**config.mk**
```make
export PLATFORM = sky130hd
export DESIGN_NAME = twelve_bit_instruction_decoder
export DESIGN_NICKNAME = d
export VERILOG_FILES = /design/src/rtl/instr_core_pkg.sv /design/src/rtl/twelve_bit_instruction_decoder.sv
export SDC_FILE = /design/constraint.sdc
export NUM_CORES = 1
export LEC_CHECK = 0
export CAP_MARGIN = 20
export CORE_ASPECT_RATIO = 0.6
export CORE_UTILIZATION = 24
export DETAILED_ROUTE_END_ITERATION = 8
export DONT_BUFFER_PORTS = 1
export SETUP_SLACK_MARGIN = 0.3
export SLEW_MARGIN = 20
export SYNTH_ARGS = -nofsm -noshare
export SYNTH_HDL_FRONTEND = slang
export SYNTH_SLANG_ARGS = --single-unit
```
**constraint.sdc**
```tcl
create_clock -name clk_sys -period 4.56 [get_ports clk_sys]
set_clock_uncertainty 0.05 [all_clocks]
set_input_delay 0.912 -clock clk_sys [delete_from_list [all_inputs] [get_ports clk_sys]]
set_output_delay 0.912 -clock clk_sys [all_outputs]
set_load 0.05 [all_outputs]
```
**src/rtl/instr_core_pkg.sv**
```systemverilog
/*
 * constants, reset values and the phase type shared by the decoder.
 * assumes a 12-bit program word and a 32-entry file register window.
 */
package instr_core_pkg;
   // -----------------------------------------------------------------
   // word layout
   // -----------------------------------------------------------------
   localparam int INSTR_W     = 12;
   localparam int PC_W        = 10;
   localparam int DATA_W      = 8;
   localparam int FADDR_W     = 5;
   localparam int DEST_BIT    = 5;
   localparam int PC_FORCE0   = 8;       // ninth program counter bit
   localparam int OSC_PER_CYC = 4;       // oscillator periods per cycle

   // -----------------------------------------------------------------
   // special addresses and fields
   // -----------------------------------------------------------------
   localparam logic [4:0] TIMER_ADDR  = 5'h01;
   localparam logic [4:0] PORT_ADDR   = 5'h06;
   localparam logic [2:0] DIR_OPERAND = 3'h6;
   localparam int         OPT_PSA_BIT = 3;   // 1: prescaler on watchdog

   // -----------------------------------------------------------------
   // values after reset
   // -----------------------------------------------------------------
   localparam logic [7:0] W_RST      = 8'h00;
   localparam logic [7:0] DIR_RST    = 8'hFF;
   localparam logic [7:0] OPTION_RST = 8'hFF;
   localparam logic [9:0] PC_RST     = 10'h3FF;

   typedef enum logic [1:0] {PH_Q1, PH_Q2, PH_Q3, PH_Q4} phase_t;
endpackage

```
**src/rtl/twelve_bit_instruction_decoder.sv**
```systemverilog
/*
 * decode and execute logic for the 12-bit instruction set.
 * assumes program memory presents instrWord for progAddr within the
 * instruction cycle, and the file register file answers fileRdata
 * combinationally for fileRaddr; port pins are asynchronous.
 */
`timescale 1ns/10ps
`default_nettype none

// Overview of operation
// - every instruction is one 12-bit word: opcode plus operand fields
// - a cycle is four clocks; skips and branches spend two cycles
// - add-register sums accumulator and file, sets carry, digit, zero
// - destination bit 0 writes accumulator, 1 writes the file register
// - and-literal masks accumulator with literal, only zero flag moves
// - rotates go through carry, left or right, only carry changes
// - decrement/increment-skip forms skip when result zero, flags untouched
// - bit ops clear, set, skip-if-clear, skip-if-set; no flags
// - or and xor with register update only the zero flag
// - or and xor literal write accumulator and update zero flag
// - return-with-literal loads accumulator, pops stack, two cycles
// - standby and watchdog clear update timeout and powerdown flags
// - only the call forces the ninth program counter bit low
// - port read-modify-write uses sampled pin levels as source
// - direction load with operand six copies accumulator to latches
// - writes to the timer register clear its assigned prescaler
module twelve_bit_instruction_decoder (
   input  wire logic        clk_sys,
   input  wire logic        reset,
   input  wire logic [11:0] instrWord,
   output logic      [9:0]  progAddr,
   output logic      [4:0]  fileRaddr,
   input  wire logic [7:0]  fileRdata,
   output logic             fileWe,
   output logic      [4:0]  fileWaddr,
   output logic      [7:0]  fileWdata,
   input  wire logic [7:0]  portPins,
   output logic      [7:0]  dirLatch,
   output logic      [7:0]  optionReg,
   output logic      [7:0]  accReg,
   output logic             carryFlag,
   output logic             digitCarryFlag,
   output logic             zeroFlag,
   output logic             timeoutFlag,
   output logic             powerdownFlag,
   output logic             sleepMode,
   output logic             watchdogClr,
   output logic             prescalerClr
);
   // -----------------------------------------------------------------
   // state
   // -----------------------------------------------------------------
   instr_core_pkg::phase_t phase_ff, nxt_phase;
   logic [9:0] pc_ff, nxt_pc, stack0_ff, nxt_stack0, stack1_ff, nxt_stack1;
   logic [7:0] w_ff, nxt_w, dir_ff, nxt_dir, opt_ff, nxt_opt;
   logic [7:0] pinMeta_ff, pinSync_ff, wdata_ff, nxt_wdata;
   logic [4:0] waddr_ff, nxt_waddr;
   logic       c_ff, nxt_c, dc_ff, nxt_dc, z_ff, nxt_z, to_ff, nxt_to;
   logic       pd_ff, nxt_pd, slp_ff, nxt_slp, we_ff, nxt_we;
   logic       flush_ff, nxt_flush, flStep_ff, nxt_flStep;
   logic       wdc_ff, nxt_wdc, psc_ff, nxt_psc;

   // -----------------------------------------------------------------
   // decode helpers
   // -----------------------------------------------------------------
   logic [4:0] fAddr;
   logic [2:0] bitIdx;
   logic       dBit, exec;
   logic [7:0] src, res, aOp, bOp, k8;
   logic [8:0] sum9;
   logic [4:0] sum5;
   logic       cin, wrRes, updZ, skip, pcLoad;
   logic [9:0] pcTarget;
   assign fAddr  = instrWord[4:0];
   assign bitIdx = instrWord[7:5];
   assign dBit   = instrWord[instr_core_pkg::DEST_BIT];
   assign k8     = instrWord[7:0];
   assign exec   = (phase_ff == instr_core_pkg::PH_Q4) && !flush_ff && !slp_ff;
   // port operands come from the pins, not the output latch
   assign src    = (fAddr == instr_core_pkg::PORT_ADDR) ? pinSync_ff
                   : fileRdata;
   assign sum9   = {1'b0, aOp} + {1'b0, bOp} + {8'h00, cin};
   assign sum5   = {1'b0, aOp[3:0]} + {1'b0, bOp[3:0]} + {4'h0, cin};

   // -----------------------------------------------------------------
   // execute: alu, flags, destination and program flow
   // -----------------------------------------------------------------
   always_comb begin
      aOp = w_ff; bOp = src; cin = 1'b0;
      res = src; wrRes = 1'b0; updZ = 1'b0;
      skip = 1'b0; pcLoad = 1'b0; pcTarget = pc_ff;
      nxt_w = w_ff; nxt_c = c_ff; nxt_dc = dc_ff;
      nxt_dir = dir_ff; nxt_opt = opt_ff; nxt_to = to_ff; nxt_pd = pd_ff;
      nxt_slp = slp_ff; nxt_stack0 = stack0_ff; nxt_stack1 = stack1_ff;
      nxt_wdc = 1'b0; nxt_psc = 1'b0; nxt_we = 1'b0;
      nxt_waddr = waddr_ff; nxt_wdata = wdata_ff; nxt_z = z_ff;
      // nothing commits outside the execute slot
      if (exec) casez (instrWord)
         12'b0000_0000_0010: nxt_opt = w_ff;
         12'b0000_0000_0011: begin
            nxt_to = 1'b1; nxt_pd = 1'b0; nxt_slp = 1'b1;
            nxt_wdc = 1'b1;
         end
         12'b0000_0000_0100: begin
            nxt_to = 1'b1; nxt_pd = 1'b1; nxt_wdc = 1'b1;
         end
         12'b0000_0000_0110: nxt_dir = w_ff;
         12'b0000_001?_????: begin res = w_ff; wrRes = 1'b1; end
         12'b0000_0100_0000: begin res = 8'h00; wrRes = 1'b1; updZ = 1'b1; end
         12'b0000_011?_????: begin res = 8'h00; wrRes = 1'b1; updZ = 1'b1; end
         12'b0000_10??_????, 12'b0001_11??_????: begin
            if (!instrWord[8]) begin      // subtract: f + ~w + 1
               aOp = src; bOp = ~w_ff; cin = 1'b1;
            end
            res = sum9[7:0]; wrRes = 1'b1; updZ = 1'b1;
            nxt_c = sum9[8]; nxt_dc = sum5[4];
         end
         12'b0000_11??_????: begin res = src - 8'h01; wrRes = 1'b1;
            updZ = 1'b1; end
         12'b0001_00??_????: begin res = w_ff | src; wrRes = 1'b1;
            updZ = 1'b1; end
         12'b0001_01??_????: begin res = w_ff & src; wrRes = 1'b1;
            updZ = 1'b1; end
         12'b0001_10??_????: begin res = w_ff ^ src; wrRes = 1'b1;
            updZ = 1'b1; end
         12'b0010_00??_????: begin res = src; wrRes = 1'b1; updZ = 1'b1; end
         12'b0010_01??_????: begin res = ~src; wrRes = 1'b1; updZ = 1'b1; end
         12'b0010_10??_????: begin res = src + 8'h01; wrRes = 1'b1;
            updZ = 1'b1; end
         12'b0010_11??_????, 12'b0011_11??_????: begin
            res = instrWord[8] ? src + 8'h01 : src - 8'h01;
            wrRes = 1'b1; skip = (res == 8'h00);
         end
         12'b0011_00??_????: begin
            res = {c_ff, src[7:1]}; wrRes = 1'b1; nxt_c = src[0];
         end
         12'b0011_01??_????: begin
            res = {src[6:0], c_ff}; wrRes = 1'b1; nxt_c = src[7];
         end
         12'b0011_10??_????: begin res = {src[3:0], src[7:4]};
            wrRes = 1'b1; end
         12'b0100_????_????: begin
            res = src & ~(8'h01 << bitIdx); wrRes = 1'b1; end
         12'b0101_????_????: begin
            res = src | (8'h01 << bitIdx); wrRes = 1'b1; end
         12'b0110_????_????: skip = !src[bitIdx];
         12'b0111_????_????: skip = src[bitIdx];
         12'b1000_????_????: begin
            nxt_w = k8; pcLoad = 1'b1; pcTarget = stack0_ff;
            nxt_stack0 = stack1_ff;
         end
         12'b1001_????_????: begin
            pcLoad = 1'b1; nxt_stack1 = stack0_ff;
            nxt_stack0 = pc_ff + 10'h001;
            pcTarget = {pc_ff[9], 1'b0, k8};
         end
         12'b101?_????_????: begin
            pcLoad = 1'b1; pcTarget = {pc_ff[9], instrWord[8:0]};
         end
         12'b1100_????_????: nxt_w = k8;
         12'b1101_????_????: begin nxt_w = w_ff | k8; updZ = 1'b1;
            res = w_ff | k8; end
         12'b1110_????_????: begin nxt_w = w_ff & k8; updZ = 1'b1;
            res = w_ff & k8; end
         12'b1111_????_????: begin nxt_w = w_ff ^ k8; updZ = 1'b1;
            res = w_ff ^ k8; end
         default: ;
      endcase
      // byte results: d selects accumulator or file register
      if (wrRes && (dBit || instrWord[11:10] == 2'b01)) begin // bit ops
         nxt_we = 1'b1; nxt_waddr = fAddr; nxt_wdata = res;
         // timer writes reset its prescaler when assigned
         nxt_psc = (fAddr == instr_core_pkg::TIMER_ADDR) &&
                   !opt_ff[instr_core_pkg::OPT_PSA_BIT];
      end else if (wrRes) begin
         nxt_w = res;
      end
      if (updZ) begin
         nxt_z = (res == 8'h00);
      end
   end

   // -----------------------------------------------------------------
   // sequencing: four phases per cycle, second cycle discarded
   // -----------------------------------------------------------------
   always_comb begin
      nxt_pc = pc_ff; nxt_flush = flush_ff; nxt_flStep = flStep_ff;
      case (phase_ff)
         instr_core_pkg::PH_Q1: nxt_phase = instr_core_pkg::PH_Q2;
         instr_core_pkg::PH_Q2: nxt_phase = instr_core_pkg::PH_Q3;
         instr_core_pkg::PH_Q3: nxt_phase = instr_core_pkg::PH_Q4;
         instr_core_pkg::PH_Q4: nxt_phase = instr_core_pkg::PH_Q1;
         default:               nxt_phase = instr_core_pkg::PH_Q1;
      endcase
      if (exec) begin
         nxt_pc = pcLoad ? pcTarget : pc_ff + 10'h001;
         nxt_flush = skip || pcLoad;
         nxt_flStep = skip;
      end else if (phase_ff == instr_core_pkg::PH_Q4 && flush_ff) begin
         // a skip still steps past the discarded word; a branch holds
         nxt_pc = flStep_ff ? pc_ff + 10'h001 : pc_ff;
         nxt_flush = 1'b0; nxt_flStep = 1'b0;
      end
   end

   // -----------------------------------------------------------------
   // registers
   // -----------------------------------------------------------------
   always_ff @(posedge clk_sys) begin
      pinMeta_ff <= portPins;        // two-stage pin synchroniser
      pinSync_ff <= pinMeta_ff;
      if (reset) begin
         phase_ff <= instr_core_pkg::PH_Q1; pc_ff <= instr_core_pkg::PC_RST;
         stack0_ff <= 10'h000; stack1_ff <= 10'h000;
         w_ff <= instr_core_pkg::W_RST; dir_ff <= instr_core_pkg::DIR_RST;
         opt_ff <= instr_core_pkg::OPTION_RST;
         c_ff <= 1'b0; dc_ff <= 1'b0; z_ff <= 1'b0;
         to_ff <= 1'b1; pd_ff <= 1'b1; slp_ff <= 1'b0;
         we_ff <= 1'b0; waddr_ff <= 5'h00; wdata_ff <= 8'h00;
         flush_ff <= 1'b0; flStep_ff <= 1'b0; wdc_ff <= 1'b0; psc_ff <= 1'b0;
      end else begin
         phase_ff <= nxt_phase; pc_ff <= nxt_pc;
         stack0_ff <= nxt_stack0; stack1_ff <= nxt_stack1;
         w_ff <= nxt_w; dir_ff <= nxt_dir; opt_ff <= nxt_opt;
         c_ff <= nxt_c; dc_ff <= nxt_dc; z_ff <= nxt_z;
         to_ff <= nxt_to; pd_ff <= nxt_pd; slp_ff <= nxt_slp;
         we_ff <= nxt_we; waddr_ff <= nxt_waddr; wdata_ff <= nxt_wdata;
         flush_ff <= nxt_flush; flStep_ff <= nxt_flStep;
         wdc_ff <= nxt_wdc; psc_ff <= nxt_psc;
      end
   end

   assign progAddr = pc_ff;        assign fileRaddr = fAddr;
   assign fileWe = we_ff;          assign fileWaddr = waddr_ff;
   assign fileWdata = wdata_ff;    assign dirLatch = dir_ff;
   assign optionReg = opt_ff;      assign accReg = w_ff;
   assign carryFlag = c_ff;        assign digitCarryFlag = dc_ff;
   assign zeroFlag = z_ff;         assign timeoutFlag = to_ff;
   assign powerdownFlag = pd_ff;   assign sleepMode = slp_ff;
   assign watchdogClr = wdc_ff;    assign prescalerClr = psc_ff;
endmodule

`default_nettype wire

```
==> run metrics <==
outcome finished clean; syn_nets approximately 980; Max H-tree Level 3; initial antenna violation count 1; Setup crit start instrWord[11]; Post-synth EDFFs 0; #FFs+latches synth 95; Slew HR 0.282; Die Height 138 µm; share of layout cells above drive strength 1 0.159; Multi-input gate area between 0.005 and 0.006 mm²; Clock transition at path regs ~80 ps; DRT iter0 DRCs approximately 1,100; synth unique cells roughly 110; P_leak between 2 and 3 nW; standard-cell row count 49; top-count cell post-synth nor2_1; DP HPWL 25.0 mm; final worst slack about 420 ps; Die ar. between 0.03 and 0.04 mm²; Worst Path Arrival between 4000 and 5000 ps; final-report hold violation count 0; Detailed Route WL around 33 mm; Req. time, crit path between 4000 and 5000 ps; pre-CTS setup slack -199 ps; setup repair after global routing missed its margin no; Placed Area between 0.007 and 0.008 mm²; Initial Util 0.244; synthesized area 0.00734 mm²; Synth top area share 0.259; warnings from Yosys 0; flip-flop and latch area 0.00190 mm²; nets roughly 1,000; Tightest Hold Check Type register to register; final worst-path cycle share 0.907; Mean Syn Cell Area between 7 and 8 µm²; most frequent cells after synthesis 107 x nor2_1, 95 x dfxtp_1, 80 x a21oi_1; vias per cell 5.57; pwr/cell area 282 mW/mm²; Root Buffer Master clkbuf_16; DRC 0; final setup vio count 0; Gate Count Post-Synth about 900; routed length per instance between 20 and 25 µm; GPL Wtd Cong approximately 1.1; min-delay src pinMeta_ff[5]; fillcell total 3,249; DRT antenna net count 0; GRT overflow 0; FFs w/ async S/R, synth 0; top cells by area, synth dfxtp_1 26%, nor2_1 5.5%, a21oi_1 5.5%; Worst setup SP type input port; total track usage 0.207; worst-path maximum fanout 20; CTS max path bufs 2; Worst IR Drop VDD roughly 0.00029 V; critical path type input port to register; TritonCTS clock tree built; vias in the first global route just under 7,000; number of hold buffers added after CTS 0; largest net degree at the start of global routing around 80; first-pass GRT wire length 47.9 mm; IO Pins between 90 and 100; Tmin final 4140 ps; Final Cell Area roughly 0.0083 mm²; TritonCTS Buffers 9; top cell type by total area after synthesis dfxtp_1; PnR Total Power 0.00235 W; Hold WS 281 ps; insertion delay to the later sink of the worst-skew pair approximately 370 ps; Post-synth top flop dfxtp_1; worst-margin pin slew approximately 1100 ps; Syn-to-layout area delta 13.6%; via count approximately 7,500; CTS Sinks between 90 and 100; CP Capture Type register; Core Footprint roughly 0.03 mm²; maxcap violations 0; reg-to-reg startpoint phase_ff[1]; Max Clk Rate 242 MHz; Pre-antenna DRT Iters 5; max-slew violation count 0; port bufs 0; Seq/Total Area, Yosys 0.259; Die X-Extent around 230 µm
==> routing by layer <==
layer / vias to the layer above / track usage / share of wire
li1: 3384 / - / -
met1: 3578 / 0.299 / 0.46
met2: 470 / 0.269 / 0.37
met3: 29 / 0.101 / 0.16
met4: 0 / 0.0372 / 0.012
met5: - / 0 / 0
==> metrics by stage <==
| stage | setup TNS, ps | utilization | cells |
|---|---|---|---|
| 3_3_place_gp | -96.8 | 0.266 | 1322 |
| 3_5_place_dp | -407 | 0.266 | 1322 |
| 4_1_cts | 0 | 0.276 | 1338 |
| 5_1_grt | 0 | 0.278 | 1340 |
| 6_report | 0 | 0.278 | 1340 |
| 2_1_floorplan | 0 | - | 923 |
==> state kept, by name, indices dropped and copies added (netlist names), 2 cells and up <==
register,flops
progAddr,10
stack0_ff,10
stack1_ff,10
accReg,8
dirLatch,8
fileWdata,8
optionReg,8
pinMeta_ff,8
pinSync_ff,8
fileWaddr,5
phase_ff,2
==> worst max-delay path: stages <==
cell	delay, ps
or2_4	250
nor4b_4	230
buf_6	170
nand2_4	60
nor2_4	190
nand2_1	100
o21ai_2	90
fa_2	230
inv_1	60
fa_2	340
nand2b_4	170
a211oi_2	200
o21a_1	210
o21a_1	190
o32ai_2	100
o41ai_4	420
nand2_2	80
nor4b_2	220
a31o_1	160
==> power breakdown <==
part | switching [W] | leakage, nW | internal [W]
clock network | 0.000378 | 0.128 | 0.000372
registers | 0.000109 | 0.774 | 0.000865
logic | 0.000387 | 2.04 | 0.000242
total | 0.000874 | 2.94 | 0.00148
==> placed cells by master, fill, tap and decap left out, types with 8 or more instances in the layout <==
master	n
o21a_1	8
ha_1	29
nor3_1	20
nand3_1	27
a221oi_1	11
dfxtp_1	95
o21ai_0	29
a31oi_1	8
mux2i_1	34
clkbuf_16	9
and2_1	8
o2111ai_1	12
inv_1	35
nor4_1	12
a21oi_1	77
xor2_1	8
a211o_1	8
nor2_1	105
xnor2_1	19
nand2b_1	28
nand2_1	64
buf_4	64
a211oi_1	32
==> what timing repair did <==
item                       4_1_cts  5_1_grt
pin swaps                        1        7
setup endpoints to repair        2       18
gates cloned                     0        0
resized for setup                4       12
buffers inserted                 1        1
==> cells by family (layout without fill, tap and decap cells) <==
family / count (synthesis) / in the layout / synth area share
flops: 95 / 95 / 0.259
buf+inv: 109 / 117 / 0.0704
fa+ha+maj: 31 / 31 / 0.0549
other cells: 1 / 2 / 0.000511
mux: 48 / 48 / 0.0750
xor+xnor: 28 / 28 / 0.0334
compound gates: 277 / 277 / 0.270
simple gates: 334 / 334 / 0.237
==> cell type report <==
class | instances | area share
Clock buffer | 9 | 0.0270
Multi-Input combinational cell | 719 | 0.601
Inverter | 36 | 0.0162
Antenna cell | 1 | 0.000300
Clock inverter | 6 | 0.00555
Sequential cell | 95 | 0.228
Tap cell | 408 | 0.0612
Timing Repair Buffer | 66 | 0.0607
==> final timing paths <==
path,endpoint,slack (ps),depth (start not counted)
hold reg to reg,pinSync_ff[5],280,0
setup / recovery,zeroFlag,420,19
setup reg to reg,zeroFlag,740,18
hold / removal,pinSync_ff[5],280,0
Note: power is estimated with default switching activity, not from simulation.
